`config.mk`:
```
export PLATFORM = sky130hd
export DESIGN_NAME = adc_parallel_control_port
export DESIGN_NICKNAME = d
export VERILOG_FILES = /design/src/verilog/adc_port_pkg.sv /design/src/verilog/adc_parallel_control_port.sv
export SDC_FILE = /design/constraint.sdc
export NUM_CORES = 1
export LEC_CHECK = 0
export ABC_CLOCK_PERIOD_IN_PS = 3120
export BUFFER_PORTS_ARGS = -buffer_cell sky130_fd_sc_hd__buf_2
export CORE_ASPECT_RATIO = 1.25
export CORE_MARGIN = 2
export CORE_UTILIZATION = 57
export CTS_CLUSTER_SIZE = 24
export DETAILED_ROUTE_END_ITERATION = 10
export GPL_TIMING_DRIVEN = 0
export PLACE_DENSITY = 0.85
export SETUP_SLACK_MARGIN = 0.05
export SLEW_MARGIN = 20
export SYNTH_ARGS = -nofsm -noshare
export SYNTH_HDL_FRONTEND = slang
export SYNTH_SLANG_ARGS = --single-unit
```
`constraint.sdc`:
```
create_clock -name clk -period 3.12 [get_ports clk]
set_input_delay 0.78 -clock clk [delete_from_list [all_inputs] [get_ports clk]]
set_output_delay 0.78 -clock clk [all_outputs]
set_load 0.01 [all_outputs]
```
`src/verilog/adc_port_pkg.sv`:
```
package adc_port_pkg;
	localparam int CTRL_W         = 8;
	localparam int RES_W          = 10;
	localparam int CHAN_W         = 3;
	localparam int PM_HI_BIT      = 7;
	localparam int PM_LO_BIT      = 6;
	localparam int ACQ_BIT        = 5;
	localparam int TOPO_BIT       = 4;
	localparam int POL_BIT        = 3;
	localparam int CHAN_LSB       = 0;
	localparam logic [7:0] CTRL_RESET = 8'hc8;
	localparam int CLK_HZ         = 20000000;
	localparam int CONV_NS        = 3600;
	localparam int CONV_CYC = (CONV_NS * (CLK_HZ / 1000000)) / 1000;
	localparam int EXT_CONV_EDGES = 13;
	localparam int ACQ_INT_CYC    = 3;
	localparam logic [1:0] PM_FULL_DOWN = 2'h0;
	localparam logic [1:0] PM_STANDBY   = 2'h1;
	localparam logic [1:0] PM_INT_CLK   = 2'h2;
	localparam logic [1:0] PM_EXT_CLK   = 2'h3;

	typedef struct packed {
		logic       power_mode_hi;
		logic       power_mode_lo;
		logic       acquisition_source;
		logic       input_topology_sel;
		logic       polarity_sel;
		logic [2:0] channel_code;
	} ctrl_word_t;

	typedef struct packed {
		logic [7:0] pos_sel;
		logic [7:0] neg_sel;
		logic       com_neg;
	} mux_sel_t;

	typedef enum logic [1:0] {
		PWR_NORMAL,
		PWR_STANDBY,
		PWR_SHUTDOWN
	} pwr_state_t;
endpackage
```
`src/verilog/adc_parallel_control_port.sv`:
```
// Function
// power code 10 uses the internal clock, about 3.6 us conversion.
// power code 11 converts from the external clock input.
// host supplies 100 kHz to 7.6 MHz clock, 30 to 70 percent duty.
// chip select high ignores clock, strobes and floats the bus.
// one byte bus shared, driven only for reads.
// write cycle captures all eight data lines as control word.
// layout: power hi, power lo, acquisition, topology, polarity, channel.
// single-ended: channel code picks input 0..7 against common return.
// pseudo-differential: upper bits pick pair, low bit picks positive.
// unipolar result straight binary, bipolar two's complement.
// drive data only while chip select and read both low.
// upper select low reads result bits 7..0.
// upper select high reads bits 9,8; upper lines zero or sign.
// reset enters external clock mode, done output high.
// host starts no conversion in the 10 us reset interval.
// host waits 500 us for internal reference settling.
// power-down modes keep port alive but do not convert.
// standby wakes on the next write strobe rising edge; the code wakes only on a write of code 10 or 11.
// shutdown waits for a running conversion to finish.
// write rising edge in shutdown resumes normal operation; the code resumes only on a write of code 10 or 11.
// host waits 500 us or 50 us after shutdown exit; the testbench starts a conversion with the exit write itself.
// host enters standby by a dummy conversion in standby mode.
// codes 00 shutdown, 01 standby keep clock; 10 internal, 11 external.
// done output low on valid data, high on read or new write.
// acquisition bit 0 internal timing, 1 external acquisition.
// host repeats channel bits on the second write pulse.
// host releases the bus whenever it asserts read.
`timescale 1ns/1ps
module adc_parallel_control_port
	import adc_port_pkg::*;
#(
	parameter int NUM_CH = 8
)(
	input  wire logic                    clk,
	input  wire logic                    rst_n,
	input  wire logic                    cs_n,
	input  wire logic                    wr_n,
	input  wire logic                    rd_n,
	input  wire logic                    upper_byte_select,
	input  wire logic                    conv_clk,
	input  wire logic [7:0]              data_in,
	input  wire logic [RES_W-1:0]        sample_code,
	output logic      [7:0]              data_out,
	output logic      [7:0]              data_oe,
	output logic                         done_n,
	output adc_port_pkg::mux_sel_t       mux_sel,
	output logic                         sample_hold,
	output logic                         powered
);
	import adc_port_pkg::*;

	// only the four- and eight-input variants have a channel map
	if (NUM_CH != 4 && NUM_CH != 8)
	begin
		$error("NUM_CH must be 4 or 8");
	end

	// two-flop synchronisers on all pins from outside the clock domain
	logic [4:0] s1_r, s2_r, s3_r;
	logic [7:0] d1_r, d2_r;
	logic [RES_W-1:0] sc1_r, sc2_r;
	always_ff @(posedge clk)
	begin
		s1_r  <= {cs_n, wr_n, rd_n, upper_byte_select, conv_clk};
		s2_r  <= s1_r;
		s3_r  <= s2_r;
		d1_r  <= data_in;
		d2_r  <= d1_r;
		sc1_r <= sample_code;
		sc2_r <= sc1_r;
	end
	logic cs_s, wr_s, rd_s, ube_s, ck_s, wr_rise, rd_fall, ck_rise;
	assign cs_s = ~s2_r[4];
	assign wr_s = ~s2_r[3];
	assign rd_s = ~s2_r[2];
	assign ube_s = s2_r[1];
	assign ck_s = s2_r[0];
	// strobes gated by chip select
	assign wr_rise = cs_s & ~s3_r[4] & ~wr_s & ~s3_r[3];
	assign rd_fall = cs_s & ~s3_r[4] & rd_s & s3_r[2];
	assign ck_rise = cs_s & ck_s & ~s3_r[0];

	function automatic mux_sel_t decode_mux(input ctrl_word_t c);
		mux_sel_t m;
		m = '0;
		// single-ended against common return
		if (c.input_topology_sel)
		begin
			m.pos_sel[c.channel_code] = 1'b1;
			m.com_neg = 1'b1;
		end
		// pair select, low bit chooses positive
		else
		begin
			m.pos_sel[c.channel_code] = 1'b1;
			m.neg_sel[c.channel_code ^ 3'h1] = 1'b1;
		end
		if (NUM_CH == 4)
		begin
			m.pos_sel[7:4] = 4'h0;
			m.neg_sel[7:4] = 4'h0;
		end
		return m;
	endfunction

	ctrl_word_t ctrl_r, ctrl_nxt;
	logic       ext_clk_r, ext_clk_nxt;
	pwr_state_t pwr_r, pwr_nxt;
	logic       busy_r, busy_nxt;
	logic [7:0] cnt_r, cnt_nxt;
	logic [RES_W-1:0] res_r, res_nxt;
	logic       done_n_r, done_n_nxt;
	logic [7:0] dout_r, dout_nxt;
	logic [7:0] doe_r, doe_nxt;
	logic       hold_r, hold_nxt;
	logic       ext_wait_r, ext_wait_nxt;
	ctrl_word_t w;
	logic [1:0] pm;
	logic       run_conv, tick;
	logic       powered_nxt;

	// bits map onto the word fields
	assign w = ctrl_word_t'(d2_r);
	assign pm = {w.power_mode_hi, w.power_mode_lo};
	// internal clock counts sys cycles; R2: external counts clock edges
	assign tick = ext_clk_r ? ck_rise : 1'b1;

	always_comb
	begin
		ctrl_nxt     = ctrl_r;
		ext_clk_nxt  = ext_clk_r;
		pwr_nxt      = pwr_r;
		busy_nxt     = busy_r;
		cnt_nxt      = cnt_r;
		res_nxt      = res_r;
		done_n_nxt   = done_n_r;
		hold_nxt     = hold_r;
		ext_wait_nxt = ext_wait_r;
		run_conv     = 1'b0;
		// done high on first read; a finishing conversion wins
		if (rd_fall)
			done_n_nxt = 1'b1;
		if (busy_r && tick)
		begin
			if (cnt_r == 8'h00)
			begin
				busy_nxt = 1'b0;
				hold_nxt = 1'b0;
				// straight binary or two's complement
				res_nxt = ctrl_r.polarity_sel ? sc2_r
					: {~sc2_r[RES_W-1], sc2_r[RES_W-2:0]};
				// done low on valid data
				done_n_nxt = 1'b0;
			end
			else
				cnt_nxt = cnt_r - 8'h01;
		end
		// capture the whole byte on write
		if (wr_rise)
		begin
			ctrl_nxt = w;
			// new control word clears done
			done_n_nxt = 1'b1;
			// power-down codes keep the clock mode
			unique case (pm)
				PM_FULL_DOWN: pwr_nxt = PWR_SHUTDOWN;
				PM_STANDBY:   pwr_nxt = PWR_STANDBY;
				PM_INT_CLK:
				begin
					pwr_nxt = PWR_NORMAL;
					ext_clk_nxt = 1'b0;
				end
				PM_EXT_CLK:
				begin
					pwr_nxt = PWR_NORMAL;
					ext_clk_nxt = 1'b1;
				end
			endcase
			// standby wakes on a write of code 10 or 11; R20: shutdown too
			// second pulse of external acquisition starts conversion
			if (ext_wait_r)
			begin
				ext_wait_nxt = 1'b0;
				run_conv = 1'b1;
			end
			// shutdown code performs no conversion; standby code from normal power runs one
			else if (!busy_r && pm[1])
			begin
				if (w.acquisition_source)
				begin
					ext_wait_nxt = 1'b1;
					hold_nxt = 1'b1;
				end
				else
					run_conv = 1'b1;
			end
			else if (!busy_r && pm == PM_STANDBY && pwr_r != PWR_NORMAL)
				run_conv = 1'b0;
			else if (!busy_r && pm == PM_STANDBY)
				run_conv = 1'b1;
		end
		if (run_conv)
		begin
			busy_nxt = 1'b1;
			hold_nxt = 1'b1;
			cnt_nxt = ext_clk_nxt ? 8'(EXT_CONV_EDGES - 1)
				: 8'(CONV_CYC - 1);
		end
		// stays powered until a running conversion ends
		powered_nxt = (pwr_nxt == PWR_NORMAL) | busy_nxt;
	end

	logic rd_act;
	// drive only with chip select and read low; R5: shared bus
	assign rd_act = cs_s & rd_s;
	always_comb
	begin
		dout_nxt = 8'h00;
		doe_nxt  = rd_act ? 8'hff : 8'h00;
		// low byte
		if (!ube_s)
			dout_nxt = res_r[7:0];
		// upper bits with zero or sign fill
		else
			dout_nxt = {{6{~ctrl_r.polarity_sel & res_r[RES_W-1]}},
				res_r[RES_W-1:8]};
	end

	always_ff @(posedge clk)
	begin
		// reset to external clock, done high
		if (!rst_n)
		begin
			ctrl_r     <= ctrl_word_t'(CTRL_RESET);
			ext_clk_r  <= 1'b1;
			pwr_r      <= PWR_NORMAL;
			busy_r     <= 1'b0;
			cnt_r      <= 8'h00;
			res_r      <= '0;
			done_n_r   <= 1'b1;
			dout_r     <= 8'h00;
			doe_r      <= 8'h00;
			hold_r     <= 1'b0;
			ext_wait_r <= 1'b0;
			mux_sel    <= '0;
			powered    <= 1'b1;
		end
		else
		begin
			ctrl_r     <= ctrl_nxt;
			ext_clk_r  <= ext_clk_nxt;
			pwr_r      <= pwr_nxt;
			busy_r     <= busy_nxt;
			cnt_r      <= cnt_nxt;
			res_r      <= res_nxt;
			done_n_r   <= done_n_nxt;
			dout_r     <= dout_nxt;
			doe_r      <= doe_nxt;
			hold_r     <= hold_nxt;
			ext_wait_r <= ext_wait_nxt;
			mux_sel    <= decode_mux(ctrl_nxt);
			powered    <= powered_nxt;
		end
	end

	assign data_out    = dout_r;
	assign data_oe     = doe_r;
	assign done_n      = done_n_r;
	assign sample_hold = hold_r;

	a_bus_float_cs: assert property (@(posedge clk) disable iff (!rst_n)
		$past(s2_r[4]) |-> data_oe == 8'h00)
		else $error("bus driven without chip select");
	a_bus_read_only: assert property (@(posedge clk) disable iff (!rst_n)
		(data_oe != 8'h00) |-> $past(rd_act))
		else $error("bus driven outside a read");
	a_low_byte: assert property (@(posedge clk) disable iff (!rst_n)
		($past(rd_act) && !$past(ube_s) && $stable(res_r))
		|-> data_out == res_r[7:0])
		else $error("low byte wrong");
	a_high_fill: assert property (@(posedge clk) disable iff (!rst_n)
		($past(ube_s) && $stable(res_r) && $stable(ctrl_r))
		|-> data_out[7:2] == {6{~ctrl_r.polarity_sel & res_r[9]}})
		else $error("upper byte fill wrong");
	a_done_on_end: assert property (@(posedge clk) disable iff (!rst_n)
		$fell(busy_r) && !$past(wr_rise) |-> !done_n)
		else $error("done not asserted at end");
	a_done_clear: assert property (@(posedge clk) disable iff (!rst_n)
		wr_rise |=> done_n)
		else $error("done not cleared by write");
	a_no_conv_down: assert property (@(posedge clk) disable iff (!rst_n)
		(wr_rise && !busy_r && !ext_wait_r && pm == PM_FULL_DOWN) |=> !busy_r)
		else $error("conversion in shutdown");
	a_clk_mode: assert property (@(posedge clk) disable iff (!rst_n)
		(wr_rise && !pm[1]) |=> $stable(ext_clk_r))
		else $error("power-down changed clock mode");
	a_int_time: assert property (@(posedge clk) disable iff (!rst_n)
		($rose(busy_r) && !ext_clk_r) |-> busy_r[*8])
		else $error("internal conversion too short");
	a_wake_normal: assert property (@(posedge clk) disable iff (!rst_n)
		(wr_rise && pm[1]) |=> (pwr_r == PWR_NORMAL) && powered)
		else $error("write did not resume normal power");
endmodule

```
==> results of run 1 <==
worst max-delay path, delay by kind of cell, from the launching register on:
kind | cells | cell delay [ns]
compound gates | 1 | 0.28
buf+inv | 2 | 0.38
flops | 1 | 0.36
simple gates | 2 | 0.43
fa+ha+maj | 1 | 0.17
mux | 1 | 0.21
final timing paths:
kind | endpoint | cells after the start | start | slack [ns]
worst max-delay path | res_r[9]$_SDFFE_PN0P_ | 7 | cnt_r[0]$_SDFFE_PN0P_ | 1.15
worst min-delay path | s2_r[4]$_DFF_P_ | 0 | s1_r[4]$_DFF_P_ | 0.33
worst max register to register | res_r[9]$_SDFFE_PN0P_ | 7 | cnt_r[0]$_SDFFE_PN0P_ | 1.15
worst min register to register | s2_r[4]$_DFF_P_ | 0 | s1_r[4]$_DFF_P_ | 0.33
metal layers:
layer  vias up  share of wire, %  wire [um]  GRT usage (%)
li1       1098                 -          -              -
met1      1041                41       2300           20.2
met2        63                52       2890           33.7
met3         8               5.1        287           5.58
met4         0               1.8        100           8.75
met5         -                 0          0              0
area by class of cell:
cell class              instances  area, um2  share of cell area (%)
plain buffers                  18        108                    2.84
clock buffers                  11        131                    3.47
clock inverters                 5       46.3                    1.22
inverters                       5       18.8                   0.495
multi-input cells             152        988                    26.1
flip-flops and latches        106       2120                    56.0
well taps                      64       80.1                    2.11
repair buffers                 59        295                    7.79
cells in the final DEF (no fill, tap or decap), drive strengths merged, types with 2 or more instances in the layout:
cell type | Yosys | routed
nand2b | 6 | 6
nor3b | 6 | 6
mux2 | 2 | 2
or3 | 5 | 5
nor3 | 5 | 5
or4b | 3 | 3
dfxtp | 106 | 106
o211ai | 3 | 3
mux2i | 15 | 15
nand3b | 2 | 2
nand2 | 15 | 15
clkbuf | 7 | 18
xor2 | 2 | 2
nor2b | 2 | 2
xnor2 | 2 | 2
a21oi | 18 | 18
clkinv | 0 | 3
inv | 5 | 7
o2111ai | 2 | 2
nand3 | 4 | 4
buf | 11 | 70
nor4b | 4 | 4
ha | 2 | 2
o31ai | 3 | 3
nor2 | 32 | 32
o21ai | 7 | 7
per-stage QoR:
step                power, mW  hold slack, ns  util [%]
floorplan                1.50           0.310         -
global placement         1.54           0.310      66.4
detailed placement       1.54           0.314      66.4
CTS                      2.29           0.336      69.6
global route             2.35           0.339      69.6
finish                   2.27           0.334      69.6
state kept, by name, indices dropped and copies added (netlist names), 5 cells and up:
| register | cells |
|---|---|
| cnt_r | 8 |
| d1_r | 8 |
| d2_r | 8 |
| data_out | 8 |
| mux_sel | 17 |
| res_r | 10 |
| s1_r | 5 |
| s2_r | 5 |
| sc1_r | 10 |
| sc2_r | 10 |
logic make-up (layout without fill, tap and decap cells):
kind of cell,count (synthesis),after routing,synth area share (%)
AOI/OAI and AO/OA,41,41,8.27
xor gates and xnor gates,4,4,1.08
buffers and inverters,23,98,3.90
and+or+nand+nor,88,88,14.7
adders and majority gates,2,2,0.773
muxes,17,17,5.68
DFF,106,106,65.6
power groups by stage:
stage	Clock [mW]	Combinational (mW)	Sequential, mW
floorplan	0	0.0534	1.45
global placement	0	0.0877	1.45
detailed placement	0	0.0902	1.45
CTS	0.776	0.0907	1.42
global route	0.831	0.0993	1.42
finish	0.761	0.0903	1.42
==> metrics, run 1 <==
outcome=finished clean; unrepaired setup endpoints after global routing=no; crit share post-route=63.0%; Slew @ Worst Pin=0.607 ns; placer congestion estimate=0.883; number of port buffers=59; CP Data Arrival Time=2.21 ns; DRT iter0 DRCs=127; Max Cap Viol=0; hold_buf cts=0; worst path cell trace=inv_1 > ha_1 > nor4b_1 > o211ai_1 > buf_2 > mux2i_1 > nor2_1; drt drc=0; switching part of the total=23.2%; Reg clk slew, reported paths=0.09 ns; CP max stage delay=0.38 ns; startpoint types=register; largest net degree at the start of global routing=19; power share of the combinational group=4.0%; total grt overflow=0; fin worst setup slack=1.15 ns; clock power share=33.5%; Worst Path Required=3.37 ns; die span in y=88.3 um; Final ANT Viol Nets=0; most common cell in the netlist=dfxtp_1; fin cells=420; Yosys reg bits=106; I/O pin count=61; P_sw=0.526 mW; Power Dens Cells=599 nW/um2; H-tree depth=3; top cells by area in the synthesized netlist=dfxtp_1 66%, mux2i_1 4.0%, nor2_1 3.7%; DP Worst Slack=0.851 ns; number of global-route vias before repair=2,090; ys flop type=dfxtp_1; clk_skew=0.0142 ns; clk root buf=clkbuf_8; CP max-delay cell=nor4b_1; Max Clk Rate=0.509 GHz; Synth async-reset ratio=0%; Sink Count=106; Cell Count Post-Placement=404; diode count=0; Die Area=6300 um2; min Tclk post-route=1.97 ns; number of synthesized flops with an enable pin=0; Avg Vias per Cell=5.26; cell taking the most area after synthesis=dfxtp_1; Rel. slew slack=59.1%; Syn Inst Count=281; post-CTS setup buffer count=0; Num CTS Buffers=9; Row Count=30; Seq pwr share=62.5%; Ys Warns=0; die width=71.4 um; 1st-pass router iterations=4; fill count=410; wire length per cell=13.3 um; Pins Over Slew Limit=0; clock latency on the worst-skew pair=0.37 ns; static leakage=1.70 nW; most instantiated cells after synthesis=106 x dfxtp_1, 32 x nor2_1, 17 x a21oi_1; internal power=1.74 mW; post-DP HPWL=4070 um; design area=3790 um2; layout cells sized above 1=27.0%; initial core utilization=59.5%; PostCTS Resize Cnt=0; first-pass GRT wire length=8980 um; Core ar.=5440 um2; synthesis-to-finish area growth=17.1%; Vias=2,210; Setup TNS Final=0 ns; Max Root-Sink Buffers=2; syn avg cell area=11.5 um2; VDD IR-drop max=0.000492 V; Post-DP Area=3610 um2; total global-route track usage=18.7%; post-synthesis sequential area ratio=65.6%; CTS tree=yes; Nets=378; Final Setup Violations=0; Final Hold Vio Count=0; Routed WL=5580 um; Setup crit end kind=register; CP Max Fanout=10; synth unique cells=46; Setup CP Type=register to register; antenna violations before repair=0; top cell type's share of synthesized area=65.6%; type of the worst min-delay path=register to register; mapped cell area=3240 um2; syn nets=308
No activity file was read; power rests on OpenSTA's default activity.
==> run 2, diff against run 1 <==
--- a/config.mk
+++ b/config.mk
@@ -5,15 +5,16 @@
 export SDC_FILE = /design/constraint.sdc
 export NUM_CORES = 1
 export LEC_CHECK = 0
-export ABC_CLOCK_PERIOD_IN_PS = 3120
+export ABC_AREA = 1
+export ABC_CLOCK_PERIOD_IN_PS = 1600
 export BUFFER_PORTS_ARGS = -buffer_cell sky130_fd_sc_hd__buf_2
 export CORE_ASPECT_RATIO = 1.25
 export CORE_MARGIN = 2
-export CORE_UTILIZATION = 57
+export CORE_UTILIZATION = 48
 export CTS_CLUSTER_SIZE = 24
 export DETAILED_ROUTE_END_ITERATION = 10
 export GPL_TIMING_DRIVEN = 0
-export PLACE_DENSITY = 0.85
+export PLACE_DENSITY = 0.76
 export SETUP_SLACK_MARGIN = 0.05
 export SLEW_MARGIN = 20
 export SYNTH_ARGS = -nofsm -noshare
==> constraint.sdc (replaced) <==
create_clock -name clk -period 1.6 [get_ports clk]
set_input_delay 0.4 -clock clk [delete_from_list [all_inputs] [get_ports clk]]
set_output_delay 0.4 -clock clk [all_outputs]
set_load 0.01 [all_outputs]
==> run 2 against run 1 <==
  * Sequential power increased by 95%
  * Worst hold slack worse by 0.20 ns
  * Global-route usage down 2.7 points
  * Synthesized cell count is 25% higher
  * Cell area rose by 3.6%
  * Non-clock buffer count unchanged
  * Maximum frequency is 36% higher
  * Wire length grew 2.3%
  * Total power up 100%
  * Cell count increased by 23%
  * Largest cell class unchanged
==> metrics, run 2 <==
Max Cap Viol=0 (unchanged); CP Data Arrival Time=1.70 ns (-0.51 ns); CTS tree=yes; post-DP HPWL=4090 um (+0.56%); Routed WL=5700 um (+2.3%); clock power share=33.7% (+0.2 points); Final ANT Viol Nets=0 (unchanged); synth unique cells=27 (-41%); diode count=0 (unchanged); number of synthesized flops with an enable pin=0 (unchanged); Slew @ Worst Pin=0.488 ns (-0.119 ns); first-pass GRT wire length=9320 um (+3.7%); VDD IR-drop max=0.000904 V (+84%); CP Max Fanout=10 (unchanged); crit share post-route=90.3% (+27 points); worst path cell trace=nand2_1 > nor2_1 > nor2_2 > nand2_1 > buf_6 > nand2_2 > o21ai_0 > nor2_1; type of the worst min-delay path=input port to register; DRT iter0 DRCs=120 (-5.5%); CP max stage delay=0.42 ns (+0.04 ns); clk root buf=clkbuf_8; Reg clk slew, reported paths=0.09 ns (about the same); Ys Warns=0 (unchanged); fin worst setup slack=0.155 ns (-0.999 ns); Setup crit end kind=register; CP max-delay cell=dfxtp_1; P_sw=0.989 mW (+88%); syn nets=379 (+23%); drt drc=0 (unchanged); Core ar.=6610 um2 (+21%); reg-to-reg slack, setup=0.16 ns (-1.00 ns); commonest cells after routing, fill and taps aside=104 x dfxtp_1, 61 x buf_2, 59 x nor2_1, 54 x nand2_1, 29 x inv_1; top cells by area in the synthesized netlist=dfxtp_1 65%, nor2_1 7.1%, nand2_1 6.3%; Setup TNS Final=0 ns (unchanged); static leakage=1.89 nW (+11%); initial core utilization=49.7% (-9.7 points); Seq pwr share=61.1% (-1.4 points); Nets=453 (+20%); mapped cell area=3290 um2 (+1.5%); Power Dens Cells=1160 nW/um2 (+93%); most instantiated cells after synthesis=106 x dfxtp_1, 62 x nor2_1, 55 x nand2_1; largest net degree at the start of global routing=17 (-2); top cell type's share of synthesized area=64.6% (-0.97 points); startpoint types=register; hold_buf cts=0 (unchanged); Die Area=7530 um2 (+19%); clk_skew=0.0121 ns (-0.00216 ns); antenna violations before repair=0 (unchanged); min Tclk post-route=1.44 ns (-0.521 ns); wire length per cell=11.0 um (-17%); die span in y=96.5 um (+9.3%); syn avg cell area=9.33 um2 (-19%); I/O pin count=61 (unchanged); Row Count=33 (+10%); outcome=finished clean; Synth async-reset ratio=0% (unchanged); Final Power=4.54 mW (+100%); Sink Count=106 (unchanged); max FFs per register=17 (unchanged); most flop-heavy register=mux_sel; internal power=3.55 mW (+100%); DP Worst Slack=0.0165 ns (-0.834 ns); Pins Over Slew Limit=0 (unchanged); Worst Path Required=1.86 ns (-1.51 ns); post-synthesis sequential area ratio=64.6% (-0.97 points); switching part of the total=21.8% (-1.4 points); total grt overflow=0 (unchanged); Num CTS Buffers=9 (unchanged); Vias=2,370 (+7.2%); Syn Inst Count=352 (+25%); Max Root-Sink Buffers=2 (unchanged); 1st-pass router iterations=4 (unchanged); cell taking the most area after synthesis=dfxtp_1; Yosys reg bits=106 (unchanged); placer congestion estimate=0.810 (-8.4%); synthesis-to-finish area growth=19.5%; layout cells sized above 1=27.0% (about the same); Rel. slew slack=67.5% (+8.3 points); die width=78 um (+9.2%); clock latency on the worst-skew pair=0.36 ns (about the same); number of global-route vias before repair=2,208 (+5.6%); H-tree depth=3 (unchanged); ys flop type=dfxtp_1; Max Clk Rate=0.692 GHz (+36%); total global-route track usage=16.1% (-2.7 points); unrepaired setup endpoints after global routing=no; Final Setup Violations=0 (unchanged); Setup CP Type=register to register; Final Hold Vio Count=0 (unchanged); most common cell in the netlist=dfxtp_1; number of port buffers=60 (+1.7%); power share of the combinational group=5.2% (+1.2 points); commonest non-fill, non-tap cell in the layout=dfxtp_1; Avg Vias per Cell=4.58 (-13%)
run 2: metal layers:
layer / track usage, % / up-vias / routed length (um)
li1: - / 1237 / -
met1: 16.8 / 1061 / 2350
met2: 29.2 / 58 / 3000
met3: 5.48 / 14 / 222
met4: 7.46 / 0 / 129
met5: 0 / - / 0
run 2: critical path: cells and delay by family, from the launching register on:
family | cells | cell delay [ns]
compound gates | 1 | 0.17
flops | 1 | 0.42
simple gates | 6 | 0.58
buf+inv | 1 | 0.14
run 2: cell families after synthesis:
family,count (synthesis),share of synthesized area [%]
buffers and inverters,50,7.24
DFF,106,64.6
muxes,1,0.305
adders and majority gates,2,0.761
xor gates and xnor gates,2,0.533
AOI/OAI and AO/OA,42,7.31
and+or+nand+nor,149,19.3
run 2: layout make-up:
type                            count  area (um2)
Tap cell                           87         109
Fill cell                         583        2680
Sequential cell                   106        2120
Multi-Input combinational cell    196         946
Clock buffer                       11         131
Clock inverter                      4        51.3
Timing Repair Buffer               63         323
Buffer                             14         106
Inverter                           36         135
run 2: worst paths after layout:
| check | start | to | depth (start not counted) |
|---|---|---|---|
| setup / recovery | d2_r[7]$_DFF_P_ | cnt_r[1]$_SDFFE_PN0P_ | 8 |
| hold / removal | sample_code[1] | sc1_r[1]$_DFF_P_ | 1 |
| setup reg to reg | d2_r[7]$_DFF_P_ | cnt_r[1]$_SDFFE_PN0P_ | 8 |
| hold reg to reg | s1_r[2]$_DFF_P_ | s2_r[2]$_DFF_P_ | 0 |
run 2: power groups by stage:
stage,Combinational [mW],Sequential [mW],Clock [mW]
floorplan,0.142,2.83,0
global placement,0.223,2.83,0
detailed placement,0.230,2.83,0
CTS,0.232,2.77,1.56
global route,0.265,2.78,1.68
finish,0.236,2.77,1.53
run 2: what timing repair did:
| item | in CTS | in global routing |
|---|---|---|
| pin swaps | 0 | 3 |
| buffers inserted | 0 | 3 |
| endpoints found under the setup margin | 2 | 33 |
| resized for setup | 1 | 10 |
run 2: stage by stage:
stage	area [um2]	instances	hold WS, ns	utilization [%]
floorplan	3290	352	0.310	-
global placement	3690	499	0.310	55.9
detailed placement	3690	499	0.312	55.9
CTS	3880	514	0.121	58.7
global route	3930	517	0.108	59.4
finish	3930	517	0.132	59.4
